$ cat src/rtl/vfic_defs.svh
// Register indices, field positions, reset values and timing for the forwarding/irq block
`ifndef VFIC_DEFS_SVH
`define VFIC_DEFS_SVH

`define VFIC_IDX_FWD_CTL_ONE  8'h20
`define VFIC_IDX_FWD_CTL_TWO  8'h21
`define VFIC_IDX_FWD_STATUS   8'h22
`define VFIC_IDX_IRQ_CTL      8'h23
`define VFIC_IDX_IRQ_STS      8'h24
`define VFIC_IDX_IRQ_CLR      8'h40

`define VFIC_BIT_BLOCK0       4
`define VFIC_BIT_REPLICATE    7
`define VFIC_BIT_AS_AVAIL     6
`define VFIC_BIT_MODE0        2
`define VFIC_BIT_INT_EN       7
`define VFIC_BIT_INT          7

`define VFIC_RST_FWD_CTL_ONE  8'hF0
`define VFIC_RST_FWD_CTL_TWO  8'h03
`define VFIC_RST_IRQ_CTL      8'h00
`define VFIC_IRQ_CTL_MASK     8'hBF
`define VFIC_HSIZE_WORD       3'h2

`define VFIC_CLK_PERIOD_NS    10
`define VFIC_SYNC_WIN_NS      1000
`define VFIC_SYNC_WIN_CYC     (`VFIC_SYNC_WIN_NS / `VFIC_CLK_PERIOD_NS)

`endif

$ cat src/rtl/vfic_pkg.sv
// Types shared by the forwarding and interrupt control block
package vfic_pkg;

  typedef enum logic [1:0] {
    VFIC_SYNC_OFF        = 2'b00,
    VFIC_SYNC_BASIC      = 2'b01,
    VFIC_SYNC_INTERLEAVE = 2'b10,
    VFIC_SYNC_CONCAT     = 2'b11
  } vfic_mode_t;

  typedef enum logic {
    VFIC_TRK_IDLE    = 1'b0,
    VFIC_TRK_COLLECT = 1'b1
  } vfic_trk_t;

  typedef struct packed {
    logic       valid;
    logic [3:0] ports;
    logic       long_pkt;
    vfic_mode_t mode;
  } vfic_fwd_t;

endpackage : vfic_pkg

$ cat src/rtl/vfic_core.sv
// Video forwarding control, sync tracking and interrupt aggregation with AHB-Lite registers
`include "vfic_defs.svh"

module vfic_core
  import vfic_pkg::*;
#(
  parameter int ADDR_W       = 10,
  parameter int SYNC_WIN_CYC = `VFIC_SYNC_WIN_CYC
) (
  input  wire logic              hclk,            // Core clock
  input  wire logic              hresetn,         // Async reset, active low
  input  wire logic              hsel,            // Slave select
  input  wire logic [ADDR_W-1:0] haddr,           // Byte address
  input  wire logic [1:0]        htrans,          // Transfer type
  input  wire logic              hwrite,          // Write when high
  input  wire logic [2:0]        hsize,           // Transfer size
  input  wire logic [31:0]       hwdata,          // Write data
  input  wire logic              hready,          // Bus ready in
  output logic      [31:0]       hrdata,          // Read data
  output logic                   hreadyout,       // Slave ready
  output logic                   hresp,           // Always OKAY
  input  wire logic [3:0]        port_pkt_ready,  // Port has a packet waiting
  input  wire logic [3:0]        port_pkt_long,   // Waiting packet is a video line
  input  wire logic [3:0]        port_frame_end,  // Port finished a frame
  output logic      [3:0]        port_send,       // Packet taken from port
  input  wire logic [1:0]        out_accept,      // Output can take a packet
  output vfic_fwd_t              out0_fwd,        // Forward command, output 0
  output vfic_fwd_t              out1_fwd,        // Forward command, output 1
  input  wire logic [3:0]        rx_irq_event,    // Receive port raised interrupt
  input  wire logic [3:0]        rx_status_read,  // Receive port status was read
  input  wire logic [1:0]        tx_irq_event,    // Transmitter raised interrupt
  input  wire logic [1:0]        tx_isr_read,     // Transmitter status was read
  output logic                   irq              // Interrupt to controller
);

  logic [7:0] fwd_one;
  logic [7:0] next_fwd_one;
  logic [7:0] fwd_two;
  logic [7:0] next_fwd_two;
  logic [7:0] irq_ctl;
  logic [7:0] next_irq_ctl;
  logic [5:0] irq_flag;
  logic [7:0] irq_sts;
  logic [7:0] forwarding_status;
  logic [7:0] rd_val;
  logic       addr_ok;
  logic [7:0] addr_idx;
  logic       wr_pend;
  logic [7:0] wr_idx;
  logic       rd_sts;
  logic [5:0] irq_clr;

  localparam int CW = $clog2(SYNC_WIN_CYC + 1);

  function automatic logic [3:0] rr_pick(input logic [3:0] req, input logic [1:0] last);
    logic [3:0] g;
    logic [1:0] k;
    g = '0;
    for (int i = 1; i <= 4; i++) begin
      k = last + 2'(i);
      if (g == 4'h0 && req[k]) begin
        g[k] = 1'b1;
      end
    end
    return g;
  endfunction : rr_pick

  function automatic logic [1:0] enc(input logic [3:0] onehot);
    logic [1:0] r;
    r = '0;
    for (int i = 0; i < 4; i++) begin
      if (onehot[i]) begin
        r = 2'(i);
      end
    end
    return r;
  endfunction : enc

  // Bus slave: never stalls, never errors
  assign hreadyout = 1'b1;
  assign hresp     = 1'b0;
  assign addr_ok   = hsel && hready && htrans[1];
  assign addr_idx  = haddr[9:2];
  assign rd_sts    = addr_ok && !hwrite && (addr_idx == `VFIC_IDX_FWD_STATUS);
  assign irq_clr   = (wr_pend && wr_idx == `VFIC_IDX_IRQ_CLR) ? hwdata[5:0] : 6'h00;

  always_ff @(posedge hclk or negedge hresetn) begin
    if (!hresetn) begin
      wr_pend <= 1'b0;
      wr_idx  <= 8'h00;
    end else begin
      wr_pend <= addr_ok && hwrite && (hsize == `VFIC_HSIZE_WORD);
      wr_idx  <= addr_idx;
    end
  end

  // Read mux sees the next values of the three control registers so a read right after writing one is not stale
  always_comb begin
    next_fwd_one = fwd_one;
    next_fwd_two = fwd_two;
    next_irq_ctl = irq_ctl;
    if (wr_pend && wr_idx == `VFIC_IDX_FWD_CTL_ONE) begin
      next_fwd_one = hwdata[7:0];
    end
    if (wr_pend && wr_idx == `VFIC_IDX_FWD_CTL_TWO) begin
      next_fwd_two = hwdata[7:0];
    end
    if (wr_pend && wr_idx == `VFIC_IDX_IRQ_CTL) begin
      next_irq_ctl = hwdata[7:0] & `VFIC_IRQ_CTL_MASK;
    end
  end

  always_ff @(posedge hclk or negedge hresetn) begin
    if (!hresetn) begin
      fwd_one <= `VFIC_RST_FWD_CTL_ONE;
      fwd_two <= `VFIC_RST_FWD_CTL_TWO;
      irq_ctl <= `VFIC_RST_IRQ_CTL;
    end else begin
      fwd_one <= next_fwd_one;
      fwd_two <= next_fwd_two;
      irq_ctl <= next_irq_ctl;
    end
  end

  always_comb begin
    case (addr_idx)
      `VFIC_IDX_FWD_CTL_ONE: rd_val = next_fwd_one;
      `VFIC_IDX_FWD_CTL_TWO: rd_val = next_fwd_two;
      `VFIC_IDX_FWD_STATUS:  rd_val = forwarding_status;
      `VFIC_IDX_IRQ_CTL:     rd_val = next_irq_ctl;
      `VFIC_IDX_IRQ_STS:     rd_val = irq_sts;
      default:               rd_val = 8'h00;
    endcase
  end

  always_ff @(posedge hclk or negedge hresetn) begin
    if (!hresetn) begin
      hrdata <= 32'h0000_0000;
    end else if (addr_ok && !hwrite) begin
      hrdata <= {24'h00_0000, rd_val};
    end
  end

  // One forwarding engine per output
  for (genvar o = 0; o < 2; o++) begin : g_out
    vfic_mode_t   mode;
    logic [3:0]   elig;
    logic [3:0]   ready_e;
    logic [3:0]   grant;
    logic         sync_on;
    logic         as_ok;
    logic [1:0]   rr_ptr;
    vfic_trk_t    trk;
    logic [3:0]   pend;
    logic [3:0]   next_pend;
    logic [CW-1:0] win_cnt;
    logic         synced;
    logic         sent_one;
    logic         lost_evt;
    logic         lost_flag;
    vfic_fwd_t    next_fwd;
    logic         mode_next_on;
    logic         synced_vis;

    assign mode    = vfic_mode_t'(fwd_two[`VFIC_BIT_MODE0 + 2*o +: 2]);
    assign sync_on = (mode != VFIC_SYNC_OFF);
    assign as_ok   = fwd_two[`VFIC_BIT_AS_AVAIL] && (mode != VFIC_SYNC_CONCAT);
    assign ready_e = port_pkt_ready & elig;

    // The tracker clears a cycle late, so a status read racing a mode-off write must still see 0
    assign mode_next_on = (next_fwd_two[`VFIC_BIT_MODE0 + 2*o +: 2] != 2'b00);
    assign synced_vis   = synced && mode_next_on;

    always_comb begin
      for (int p = 0; p < 4; p++) begin
        elig[p] = !fwd_one[`VFIC_BIT_BLOCK0 + p]
                  && (fwd_one[p] == 1'(o));
      end
      // In replicate mode output 1 carries only the copy of output 0
      if (o == 1 && fwd_two[`VFIC_BIT_REPLICATE]) begin
        elig = 4'h0;
      end
    end

    // Sync wins if software sets both modes; the pair is illegal anyway
    always_comb begin
      grant = 4'h0;
      if (out_accept[o]) begin
        if (sync_on) begin
          if (elig != 4'h0 && ready_e == elig) begin
            grant = elig;
          end else if (as_ok) begin
            grant = ready_e & port_pkt_long;
          end
        end else if (fwd_two[o]) begin
          grant = rr_pick(ready_e, rr_ptr);
        end
      end
    end

    always_comb begin
      next_fwd.valid    = (grant != 4'h0);
      next_fwd.ports    = grant;
      next_fwd.long_pkt = |(grant & port_pkt_long);
      next_fwd.mode     = mode;
    end

    always_ff @(posedge hclk or negedge hresetn) begin
      if (!hresetn) begin
        rr_ptr <= 2'h3;
      end else if (!sync_on && grant != 4'h0) begin
        rr_ptr <= enc(grant);
      end
    end

    // Sync tracker: all enabled ports must end a frame within the window
    assign next_pend = pend | (port_frame_end & elig);

    always_ff @(posedge hclk or negedge hresetn) begin
      if (!hresetn) begin
        trk      <= VFIC_TRK_IDLE;
        pend     <= 4'h0;
        win_cnt  <= '0;
        synced   <= 1'b0;
        sent_one <= 1'b0;
        lost_evt <= 1'b0;
      end else begin
        lost_evt <= 1'b0;
        if (!sync_on || elig == 4'h0) begin
          trk      <= VFIC_TRK_IDLE;
          pend     <= 4'h0;
          win_cnt  <= '0;
          synced   <= 1'b0;
          sent_one <= 1'b0;
        end else begin
          case (trk)
            VFIC_TRK_IDLE: begin
              win_cnt <= '0;
              if (next_pend == elig) begin
                synced   <= 1'b1;
                sent_one <= 1'b1;
                pend     <= 4'h0;
              end else if (next_pend != 4'h0) begin
                pend <= next_pend;
                trk  <= VFIC_TRK_COLLECT;
              end
            end
            VFIC_TRK_COLLECT: begin
              if (next_pend == elig) begin
                synced   <= 1'b1;
                sent_one <= 1'b1;
                pend     <= 4'h0;
                trk      <= VFIC_TRK_IDLE;
              end else if (win_cnt == CW'(SYNC_WIN_CYC - 1)) begin
                synced   <= 1'b0;
                lost_evt <= sent_one;
                pend     <= 4'h0;
                trk      <= VFIC_TRK_IDLE;
              end else begin
                pend    <= next_pend;
                win_cnt <= win_cnt + 1'b1;
              end
            end
            default: begin
              trk <= VFIC_TRK_IDLE;
            end
          endcase
        end
      end
    end

    // A loss in the cycle of the clearing read is kept
    always_ff @(posedge hclk or negedge hresetn) begin
      if (!hresetn) begin
        lost_flag <= 1'b0;
      end else if (lost_evt) begin
        lost_flag <= 1'b1;
      end else if (rd_sts) begin
        lost_flag <= 1'b0;
      end
    end
  end

  assign port_send = g_out[0].grant | g_out[1].grant;
  assign forwarding_status   = {4'h0, g_out[1].lost_flag, g_out[0].lost_flag,
                      g_out[1].synced_vis, g_out[0].synced_vis};

  always_ff @(posedge hclk or negedge hresetn) begin
    if (!hresetn) begin
      out0_fwd <= '0;
      out1_fwd <= '0;
    end else begin
      out0_fwd <= g_out[0].next_fwd;
      if (fwd_two[`VFIC_BIT_REPLICATE]) begin
        out1_fwd <= g_out[0].next_fwd;
      end else begin
        out1_fwd <= g_out[1].next_fwd;
      end
    end
  end

  // Interrupt flags: set beats every clear source
  always_ff @(posedge hclk or negedge hresetn) begin
    if (!hresetn) begin
      irq_flag <= 6'h00;
    end else begin
      irq_flag <= ({tx_irq_event, rx_irq_event})
                | (irq_flag & ~{tx_isr_read, rx_status_read}
                            & ~irq_clr);
    end
  end

  assign irq_sts = {|(irq_flag & irq_ctl[5:0]), 1'b0, irq_flag};
  assign irq     = irq_sts[`VFIC_BIT_INT] && irq_ctl[`VFIC_BIT_INT_EN];

endmodule : vfic_core

$ cat config.mk
export PLATFORM = sky130hd
export DESIGN_NAME = vfic_core
export DESIGN_NICKNAME = d
export VERILOG_FILES = /design/src/rtl/vfic_pkg.sv /design/src/rtl/vfic_core.sv
export VERILOG_INCLUDE_DIRS = /design/src /design/src/rtl
export SDC_FILE = /design/constraint.sdc
export NUM_CORES = 1
export LEC_CHECK = 0
export ABC_AREA = 1
export BUFFER_PORTS_ARGS = -buffer_cell sky130_fd_sc_hd__buf_2
export CORE_UTILIZATION = 30
export DETAILED_ROUTE_END_ITERATION = 10
export GPL_ROUTABILITY_DRIVEN = 1
export PLACE_DENSITY = 0.46
export SYNTH_ARGS = -nofsm -noshare
export SYNTH_HDL_FRONTEND = slang
export SYNTH_SLANG_ARGS = --single-unit
$ cat constraint.sdc
create_clock -name hclk -period 3.49 [get_ports hclk]
set_input_delay 0.8725 -clock hclk [delete_from_list [all_inputs] [get_ports hclk]]
set_output_delay 0.8725 -clock hclk [all_outputs]
set_load 0.005 [all_outputs]
Yosys cells after proc, flatten, opt, wreduce, memory -nomap -nowiden

Index checks and enable logic that the tools add are counted.

Input bits: 78
Logic and storage cells: 327
Output and inout bits: 55
Bits in registers: 99

Bitwise logic cells: 29
Equal/unequal tests: 28
Add/subtract/negate cells: 8
Reduce and logical (&&, ||, !) cells: 79
Multiplexer cells: 136
$lt $le $gt $ge: 16

Operators by type and width:

| cell                  | count |
|---|---|
| $mux W4               | 47 |
| $eq A8 B6 Y1 const B  | 8 |
| $mux W1               | 49 |
| $mux W7               | 6 |
| $logic_and A1 B1 Y1   | 41 |
| $pmux W8 S5           | 1 |
| $or A4 B4 Y4          | 9 |
| $and A4 B4 Y4         | 8 |
| $logic_not A4 Y1      | 8 |
| $mux W8               | 4 |
| $pmux W7 S2           | 2 |
| $lt A2 B3 Y1 const B  | 8 |
| $reduce_bool A4 Y1    | 6 |
| $and A6 B6 Y6         | 3 |
| $ne A3 B3 Y1 const B  | 6 |
| $bmux W1 S2           | 8 |
| $demux W1 S2          | 8 |
| $eq A4 B4 Y1          | 4 |
| $ge A2 B1 Y1 const B  | 8 |
| $pmux W4 S2           | 2 |
| $reduce_bool A2 Y1    | 8 |
| $add A7 B1 Y7 const B | 2 |
| $eq A7 B7 Y1 const B  | 2 |
| $not A6 Y6            | 2 |
| 17 further kinds      | 46 |

Longest topological paths before layout

Gate-level depths: netlist of run 1.

Depth in word-level cells: 31
Mapped depth: 27
Depth with buffers taken out: 27

Worst setup path before layout of run 1

OpenSTA, ideal clock, no wires.

Path kind: reg2out
Start: register g_out[1].rr_ptr[0]
End: output port port_send[1]
Setup slack: 0.220 ns
Buffers on the path: 1
Cell stages (with the launch flop): 21
Data arrival time: 2.398 ns
Required time: 2.618 ns
Cell sequence: dfstp_2 buf_4 inv_2 ha_1 inv_1 nand3_1 nand3_2 nand2_1 inv_2 nand3_1 nand2_1 nor2_1 nand3_1 nand3_1 nor2_4 nand3_1 nand2_1 nand2_1 nand2_1 nand2_2 nand2_1

Longest elaborated chain between the ends: 28
Elaborated cells between the ends (all ways): 57
Those cells by class: add/sub: 3; order compare: 8; mux: 32; bitwise: 4; reduce/logical: 10

Ends and longest elaborated chain:

| what                                                                      | RTL line         | text |
|---|---|---|
| start, declared                                                           | vfic_core.sv:152 | `logic [1:0] rr_ptr;` |
| start signal, assigned                                                    | vfic_core.sv:212 | `rr_ptr <= enc(grant);` |
| $add A2 B1 Y2                                                             | vfic_core.sv:60  | `k = last + 2'(i);` |
| $lt A2 B3 Y1 (implied by the code) / $ge A2 B1 Y1 (equally long branches) | vfic_core.sv:62  | `g[k] = 1'b1;` |
| $logic_and A1 B1 Y1 (implied by the code)                                 | vfic_core.sv:62  |  |
| $mux W1 (implied by the code)                                             | vfic_core.sv:62  |  |
| $demux W1 S2                                                              | vfic_core.sv:62  |  |
| $mux W4                                                                   | vfic_core.sv:61  | `if (g == 4'h0 && req[k]) begin` |
| $mux W4                                                                   | vfic_core.sv:195 | `end else if (fwd_two[o]) begin` |
| $mux W4                                                                   | vfic_core.sv:189 | `if (sync_on) begin` |
| [12 not listed]                                                           | --               |  |
| $mux W4                                                                   | vfic_core.sv:188 | `if (out_accept[o]) begin` |
| $logic_not A4 Y1                                                          | vfic_core.sv:61  |  |
| $logic_and A1 B1 Y1                                                       | vfic_core.sv:61  |  |
| $mux W4 (*)                                                               | vfic_core.sv:61  |  |
| $mux W4 (*)                                                               | vfic_core.sv:195 |  |
| $mux W4 (*)                                                               | vfic_core.sv:189 |  |
| $mux W4 (*)                                                               | vfic_core.sv:188 |  |
| $or A4 B4 Y4 (*)                                                          | vfic_core.sv:284 | `assign port_send = g_out[0].grant \| g_out[1].grant;` |
| end, declared                                                             | vfic_core.sv:25  | `output logic [3:0] port_send,` |

Mark *: on every way between the ends. The rest lies on a longest branch, timed or not. The select of a mux whose other input is x is not followed.

Worst setup path in the final report of run 1

Start: register g_out[1].rr_ptr[0]
End: output port port_send[0]

The elaborated chain is that of the path after synthesis.

==> results of run 1 <==
==> routing by layer <==
layer  up-vias  GRT usage (%)  wire (um)
li1       2867              -          -
met1      2546           22.4       7890
met2        86           26.6       7900
met3         8           3.30        515
met4         0           3.51        138
met5         -              0          0
==> cell usage after synthesis (all sizes together) <==
| library cell | n |
|---|---|
| o211ai | 2 |
| nor3 | 13 |
| dfrtp | 89 |
| nor3b | 3 |
| conb | 2 |
| nand3 | 63 |
| o21bai | 2 |
| buf | 29 |
| o221ai | 1 |
| or2 | 1 |
| nand4 | 16 |
| nand3b | 1 |
| and3 | 1 |
| o21ai | 67 |
| nand2 | 198 |
| clkbuf | 4 |
| a41oi | 1 |
| ha | 18 |
| a211oi | 1 |
| dfstp | 10 |
| clkinv | 2 |
| and2 | 2 |
| o31ai | 10 |
| a221oi | 11 |
| inv | 148 |
| a21o | 2 |
| a21oi | 19 |
| nor2 | 67 |
| a31oi | 5 |
| nor4 | 13 |
| mux2i | 1 |
| o21a | 1 |
| xor2 | 3 |
| o22ai | 3 |
==> flip-flops by register name, indices dropped and copies added, names as in the netlist, 4 cells and up <==
name and count:
g_out.win_cnt 14, fwd_one 8, fwd_two 8, g_out.pend 8
hrdata 8, irq_ctl 8, out0_fwd 8, out1_fwd 8
wr_idx 8, irq_flag 6, g_out.rr_ptr 4
==> final cells by class <==
type | count | share of cell area, %
clock buffers | 9 | 2.84
clock inverters | 7 | 0.947
inverters | 150 | 7.36
multi-input cells | 551 | 41.1
flip-flops and latches | 99 | 31.4
well taps | 265 | 4.18
repair buffers | 145 | 12.2
==> final timing paths <==
kind | startpoint | to | slack [ps] | cells after the start
worst max-delay path | g_out[1].rr_ptr[0] | port_send[0] | -160 | 20
worst min-delay path | g_out[0].lost_evt | g_out[0].lost_flag | 470 | 1
worst max register to register | g_out[0].rr_ptr[0] | g_out[0].rr_ptr[0] | 560 | 26
worst min register to register | g_out[0].lost_evt | g_out[0].lost_flag | 470 | 1
max in group asynchronous | hresetn | g_out[1].rr_ptr[0] | 2230 | 2
min in group asynchronous | hresetn | out0_fwd[1] | 530 | 1
==> power groups by stage <==
stage               logic, uW  clock network, uW  registers (uW)
finish                    117               1020            1170
CTS                       120               1050            1170
detailed placement        119                  0            1190
global placement          119                  0            1190
global route              134               1090            1170
floorplan                53.6                  0            1190
==> cell families after synthesis <==
kind of cell             Yosys count  share of synthesized area, %
adder cells (fa/ha/maj)           18                          3.68
buffers and inverters            183                          13.0
multiplexers                       1                         0.163
flip-flops                        99                          40.6
AO/OA/AOI/OAI                    125                          12.2
other                              2                         0.123
XOR/XNOR                           3                         0.429
AND/OR/NAND/NOR                  378                          29.7
==> metrics by stage <==
step / instance area, sq um / worst slack, ps / util [%] / std cells
3_5_place_dp: 7060 / -185 / 35.8 / 1188
3_3_place_gp: 7060 / -179 / 35.8 / 1188
2_1_floorplan: 6220 / 220 / - / 833
6_report: 7930 / -164 / 40.2 / 1226
5_1_grt: 7930 / -328 / 40.2 / 1226
4_1_cts: 7590 / -163 / 38.5 / 1216
==> repair_timing <==
action / in CTS / in global routing
gates cloned: 0 / 0
endpoints found under the setup margin: 4 / 4
buffers inserted: 12 / 10
pin swaps: 18 / 45
resized for setup: 33 / 64
==> flow_summary_export.csv, run 1 <==
group,metric,value,unit
outcome,status,"complete, but fails checks",
outcome,violations,"negative setup slack",
setup_path,critPathRequiredTime,2620,ps
power_and_ir_drop,p_switching,589,uW
route,drc_errors,0,
synthesis,synth.cell_area,6130,sq um
finish,nets,1052,
power_and_ir_drop,share_comb_of_total_power,5.1,%
setup_path,path_delay_family,"simple AND/OR/NAND/NOR gates",
sta,skew,13.5,ps
die,die_x,145,um
synthesis,avgSynthCellArea,7.58,sq um
cts,cts.sinks,99,
synthesis,synthDistinctLibCells,47,
sta,fmax,0.274,GHz
setup_path,cp_cell_sequence,"inv_4 > ha_4 > inv_4 > nand3_4 > nand2_4 > o31ai_4 > buf_6 > nand3_2 > nand2_2 > nor2_4 > nand3_1 > nand2_2 > nor2_4 > nand3_2 > nand2_1 > nand2_1 > nand2_2 > nand2_2 > nand2_1 > buf_2",
power_and_ir_drop,vdd_ir_drop_max,0.000259,V
sta,rsz0062_at_grt,"yes",
setup_path,crit_type,"reg -> out",
sta,fin_tns_setup,-643,ps
setup_path,critPathBufInv,4,
finish,seqCellArea,2490,sq um
die,die_area,21000,sq um
power_and_ir_drop,p_sw_share,25.6,%
synthesis,synth_cells,809,
sta,slew_headroom,58.5,%
global_routing,grt_max_degree,47,
min_path,hold_path_class,"reg -> reg",
setup_path,slowest_stage,"dfstp_2",
global_routing,antenna_found_initial,0,
synthesis,yosysTopAreaCell,"dfrtp_1",
power_and_ir_drop,power,2300,uW
route,avgViaCountPerCell,4.49,
power_and_ir_drop,power.density,290,nW/um^2
route,drt-pass1-iter-count,4,
route,drt_iter0_drc,267,
power_and_ir_drop,total_leakage_power,0.00403,uW
sta,finalCritPeriodShare,105,%
cts,root_buffer,"clkbuf_16",
sta,setup_ws,-164,ps
route,vias,5507,
die,top_level_ports,133,
synthesis,ys_warn_count,0,
global_routing,grt_pass1_wl,27.5,mm
finish,final_cell_mix,"nand2_1 (147), inv_1 (124), dfrtp_1 (89), buf_2 (72), buf_4 (63)",
route,post_drt_wl_per_cell,13.4,um
flow_run,cap_violations,0,
setup_path,critPathArrivalTime,2780,ps
place,place_congestion,0.852,
die,die_h,145,um
setup_path,slowest_delay,580,ps
finish,multi_input_area,3260,sq um
die,initial_core_util,31.1,%
synthesis,yosys_register_bits,99,
sta,worst_pin_slew,622,ps
place,port-buffer-count,79,
global_routing,grt_usage,16.4,%
sta,setup_viol,4,
cts,cts_buffers,9,
synthesis,yosysTopAreaCellShare,36.3,%
finish,drive_gt1_share,31.5,%
place,detailed_place_hpwl,12.7,mm
setup_path,cp_max_fo,5,
sta,hold_viol,0,
finish,syn_to_final_growth,29.3,%
setup_path,start_kind,"register",
cts,cts_tree,"built",
finish,antennaDiodeCount,0,
finish,layout_commonest_cell,"nand2_1",
setup_path,endpoint_kind,"output port",
global_routing,grt_pass1_vias,5487,
cts,cts.path.max_buffers,2,
sta,drv_slew,0,
sta,holdWs,465,ps
power_and_ir_drop,power_frac_clock,44.3,%
cts,clk_pin_slew_worst_paths,80,ps
power_and_ir_drop,p_seq_share,50.7,%
cts,hold_buffers,0,
global_routing,grt.overflow.total,0,
power_and_ir_drop,power.internal,1710,uW
die,num_rows,51,
cts,clk-insertion-delay-late,360,ps
route,ant_nets,0,
cts,cts-htree-levels,3,
route,wl,16.4,mm
sta,min_period,3650,ps
finish,num-fill-cells,2068,
synthesis,synth.area.top_cells,"dfrtp_1 (36%), nand2_1 (10%), inv_1 (8.0%), o21ai_0 (4.9%), dfstp_2 (4.3%)",
synthesis,yosysSeqAreaShare,40.6,%
setup_path,critPathMostFrequentCell,"nand2_2",
die,core_area,19700,sq um
No activity file was read; power rests on OpenSTA's default activity.
==> run 2: changes to the inputs <==
==> constraint.sdc (replaced) <==
create_clock -name hclk -period 3.49 [get_ports hclk]
set_input_delay 0.8725 -clock hclk [delete_from_list [all_inputs] [get_ports hclk]]
set_output_delay 0.8725 -clock hclk [all_outputs]
set_load 0.01 [all_outputs]
==> flow_summary_export.csv, run 2 (synthesis gave the netlist of run 1 again) <==
group,metric,value,unit
setup_path,endpoint_kind,"output port",
global_routing,grt_pass1_vias,5407,
route,drt_iter0_drc,186,
finish,final_area,7800,sq um
finish,antennaDiodeCount,0,
setup_path,critPathRequiredTime,2620,ps
global_routing,grt_pass1_wl,27.1,mm
setup_path,critPathMostFrequentCell,"nand2_2",
place,postPlaceCellArea,7060,sq um
global_routing,grt_max_degree,80,
sta,rsz0062_at_grt,"yes",
place,place_congestion,0.845,
setup_path,r2r_setup_slack,610,ps
setup_path,start_kind,"register",
finish,final_cell_mix,"nand2_1 (148), inv_1 (125), dfrtp_1 (89), buf_2 (72), buf_4 (61)",
cts,cts_tree,"built",
place,detailed_place_hpwl,12.6,mm
power_and_ir_drop,p_seq_share,50.5,%
min_path,hold_path_class,"in -> async",
die,die_area,21000,sq um
setup_path,cp_max_fo,7,
route,drt-pass1-iter-count,5,
route,wl,16.3,mm
flow_run,cap_violations,0,
route,vias,5482,
finish,num-fill-cells,2062,
sta,skew,10.9,ps
setup_path,cp_cell_sequence,"inv_4 > buf_6 > ha_4 > o31ai_4 > nand3_2 > nand3_2 > nor2_2 > nand3_1 > nand2_2 > nor2_4 > nand3_2 > nand2_2 > nand2_2 > nand2_2 > nand2_4 > nand2_2 > buf_6",
sta,finalCritPeriodShare,104,%
finish,top_register,"g_out.win_cnt",
cts,cts_buffers,9,
route,avgViaCountPerCell,4.49,
setup_path,crit_type,"reg -> out",
die,num_rows,51,
power_and_ir_drop,share_comb_of_total_power,5.3,%
finish,nets,1047,
route,drc_errors,0,
finish,drive_gt1_share,30.5,%
route,ant_nets,0,
power_and_ir_drop,power,2310,uW
sta,worst_pin_slew,595,ps
cts,clk-insertion-delay-late,350,ps
setup_path,critPathArrivalTime,2760,ps
power_and_ir_drop,power_frac_clock,44.2,%
outcome,violations,"negative setup slack",
die,core_area,19700,sq um
cts,cts-htree-levels,3,
global_routing,antenna_found_initial,0,
power_and_ir_drop,p_sw_share,25.8,%
sta,hold_viol,0,
global_routing,grt.overflow.total,0,
outcome,status,"complete, but fails checks",
finish,largest_reg_flops,14,
power_and_ir_drop,vdd_ir_drop_max,0.000239,V
setup_path,slowest_delay,570,ps
setup_path,slowest_stage,"dfstp_2",
sta,setup_ws,-147,ps
setup_path,critPathBufInv,3,
cts,cts.path.max_buffers,2,
sta,setup_viol,4,
power_and_ir_drop,power.density,296,nW/um^2
finish,syn_to_final_growth,27.3,%
power_and_ir_drop,total_leakage_power,0.00397,uW
cts,clk_pin_slew_worst_paths,80,ps
power_and_ir_drop,p_switching,595,uW
sta,drv_slew,0,
route,post_drt_wl_per_cell,13.3,um
cts,root_buffer,"clkbuf_16",
place,port-buffer-count,79,
die,initial_core_util,31.1,%
sta,fmax,0.275,GHz
die,die_x,145,um
power_and_ir_drop,power.internal,1710,uW
sta,slew_headroom,60.2,%
setup_path,path_delay_family,"simple AND/OR/NAND/NOR gates",
finish,layout_commonest_cell,"nand2_1",
global_routing,grt_usage,16.1,%
die,top_level_ports,133,
cts,cts.sinks,99,
die,die_h,145,um
sta,min_period,3640,ps
finish,fin_util,39.6,%
cts,hold_buffers,0,
==> run 2: changes by cell type in the layout (fill, tap and decap cells not counted), moves of 2 or more <==
cell and delta:
nand2_4 -2, buf_4 -2, nand3_1 +4, nor2_2 +2, nand3_4 -3, nor2_4 -2
==> run 2: area by class of cell <==
type,instances,area [sq um],share of cell area [%]
inverter,150,581,7.44
timing repair buffer,140,906,11.6
clock buffer,9,225,2.89
tap,265,332,4.25
multi-input combinational,551,3190,40.9
sequential,99,2490,31.9
clock inverter,7,76.3,0.978
==> run 2: layer usage <==
layer  track usage (%)  share of wire [%]
met5                 0                  0
met4              3.40                1.1
met3              3.14                3.6
met2              26.4                 47
met1              21.9                 48
==> run 2: repair_timing <==
item / CTS / global route
gates resized for setup: 39 / 40
pin swaps: 23 / 27
buffers inserted: 12 / 4
endpoints found under the setup margin: 4 / 4
==> run 2: metrics by stage <==
stage | hold WS (ps) | setup TNS (ps) | setup slack (ps) | instances
floorplan | 417 | 0 | 188 | 833
global placement | 449 | -752 | -195 | 1189
detailed placement | 452 | -812 | -218 | 1189
CTS | 398 | -632 | -166 | 1217
global route | 403 | -1280 | -341 | 1221
finish | 395 | -483 | -147 | 1221
==> run 2: worst paths after layout <==
kind,from,to,cells after the start
worst max-delay path,g_out[1].rr_ptr[0],port_send[0],17
worst min-delay path,hresetn,out0_fwd[1],1
worst max register to register,g_out[1].rr_ptr[0],out1_fwd[2],24
worst min register to register,g_out[0].lost_evt,g_out[0].lost_flag,1
max in group asynchronous,hresetn,fwd_one[4],2
min in group hclk,g_out[0].lost_evt,g_out[0].lost_flag,1
==> run 2: power by group through the flow <==
stage	sequential, uW	combinational, uW	clock [uW]
after floorplan	1190	60.2	0
after global placement	1190	125	0
after detailed placement	1190	124	0
after CTS	1170	126	1060
after global routing	1170	139	1100
final	1170	122	1020
==> run 3: changes to the inputs <==
CORE_UTILIZATION = 40   (was 30)
PLACE_DENSITY = 0.59   (was 0.46)
==> flow_summary_export.csv, run 3 (synthesis gave the netlist of run 1 again) <==
group,metric,value,unit
finish,antennaDiodeCount,0,
setup_path,start_kind,"input port",
cts,cts-htree-levels,3,
sta,drv_slew,0,
global_routing,grt_usage,20.0,%
setup_path,crit_type,"in -> out",
route,vias,5537,
die,core_area,14800,sq um
sta,fmax,0.275,GHz
sta,setup_ws,-151,ps
power_and_ir_drop,power.density,294,nW/um^2
power_and_ir_drop,total_leakage_power,0.00404,uW
place,postPlaceCellArea,6960,sq um
flow_run,cap_violations,0,
sta,fin_tns_setup,-589,ps
outcome,violations,"negative setup slack",
die,die_x,126,um
power_and_ir_drop,vdd_ir_drop_max,0.000288,V
global_routing,grt.overflow.total,0,
route,drt-pass1-iter-count,4,
die,top_level_ports,133,
finish,drive_gt1_share,31.6,%
cts,cts_tree,"built",
sta,finalCritPeriodShare,104,%
die,num_rows,44,
setup_path,critPathRequiredTime,2620,ps
route,wl,15.4,mm
setup_path,endpoint_kind,"output port",
setup_path,cp_max_fo,4,
place,preCtsSetupSlack,-185,ps
finish,largest_reg_flops,14,
sta,setup_viol,4,
die,die_h,126,um
cts,cts_buffers,9,
place,port-buffer-count,79,
global_routing,grt_pass1_wl,25.3,mm
sta,slew_headroom,59.2,%
route,post_drt_wl_per_cell,13.4,um
finish,stdcell_count,1149,
global_routing,grt_pass1_vias,5327,
route,ant_nets,0,
outcome,status,"complete, but fails checks",
sta,rsz0062_at_grt,"yes",
finish,final_cell_mix,"nand2_1 (151), inv_1 (124), dfrtp_1 (88), buf_2 (72), buf_4 (65)",
finish,num-fill-cells,1441,
global_routing,grt_max_degree,47,
min_path,hold_path_class,"reg -> reg",
sta,hold_viol,0,
cts,clk_pin_slew_worst_paths,70,ps
route,avgViaCountPerCell,4.82,
finish,layout_commonest_cell,"nand2_1",
place,dp.cells,1107,
route,drc_errors,0,
die,die_area,15800,sq um
finish,top_register,"g_out.win_cnt",
sta,skew,11.1,ps
finish,nets,1056,
cts,root_buffer,"clkbuf_16",
die,initial_core_util,41.5,%
cts,cts.path.max_buffers,2,
global_routing,antenna_found_initial,0,
sta,min_period,3640,ps
cts,cts.sinks,99,
power_and_ir_drop,power,2310,uW
sta,worst_pin_slew,613,ps
place,detailed_place_hpwl,11.6,mm
cts,clk-insertion-delay-late,350,ps
setup_path,critPathArrivalTime,2770,ps
place,place_congestion,0.857,
finish,final_area,7870,sq um
finish,syn_to_final_growth,28.4,%
route,drt_iter0_drc,260,
[run 3: changes by cell type in the layout (fill, tap and decap cells not counted), sizes merged]
cell | before | now
buf | 140 | 149
clkinv | 4 | 1
clkinvlp | 0 | 2
bufinv | 0 | 1
[run 3: cell type report]
type | instances | area [sq um] | share of cell area [%]
clock buffers | 9 | 225 | 2.86
clock inverters | 7 | 81.3 | 1.03
inverters | 150 | 586 | 7.44
multi-input cells | 551 | 3260 | 41.4
flip-flops and latches | 99 | 2490 | 31.7
well taps | 184 | 230 | 2.93
repair buffers | 149 | 996 | 12.7
[run 3: per-stage QoR]
step | hold WS, ps | utilization (%)
finish | 455 | 53.3
global route | 484 | 53.3
CTS | 461 | 50.7
detailed placement | 444 | 47.1
global placement | 434 | 47.1
floorplan | 417 | -
[run 3: final timing paths]
kind	startpoint	endpoint	slack [ps]	cells after the start
max	port_pkt_ready[0]	port_send[0]	-150	22
min	g_out[0].lost_evt	g_out[0].lost_flag	460	1
max reg2reg	g_out[0].rr_ptr[0]	out0_fwd[2]	640	21
min reg2reg	g_out[0].lost_evt	g_out[0].lost_flag	460	1
max in group asynchronous	hresetn	g_out[1].rr_ptr[0]	2240	2
min in group asynchronous	hresetn	out0_fwd[1]	520	1
[run 3: worst max-delay path, stage by stage]
cell	delay, ps
buf_8	80
inv_4	40
nor2_4	120
nand2_1	80
nand2_2	80
nand2_4	60
nand2_4	100
o31ai_4	80
buf_6	130
nand3_4	80
nand3_4	70
nor2_4	160
nand3_2	90
nand2_2	110
nor2_4	60
nand3_2	60
nand2_1	60
nand2_1	80
nand2_2	60
nand2_2	100
nand2_2	60
buf_6	110
[run 3: repair_timing]
action                                  CTS  global route
buffers inserted                         10            16
pin swaps                                27            34
hold buffers                              0             0
gates resized for setup                  32            67
endpoints found under the setup margin    4             4
[run 3: routing by layer]
layer / track usage, % / vias up / part of all wire (%)
li1: - / 2866 / -
met1: 26.9 / 2567 / 46
met2: 33.3 / 93 / 49
met3: 3.99 / 11 / 3.9
met4: 4.18 / 0 / 0.91
met5: 0 / - / 0
[run 3: where the power goes]
part / internal, uW / switching [uW] / total, uW
combinational: 41.7 / 81.2 / 123
clock: 567 / 455 / 1020
sequential: 1160 / 6.37 / 1170
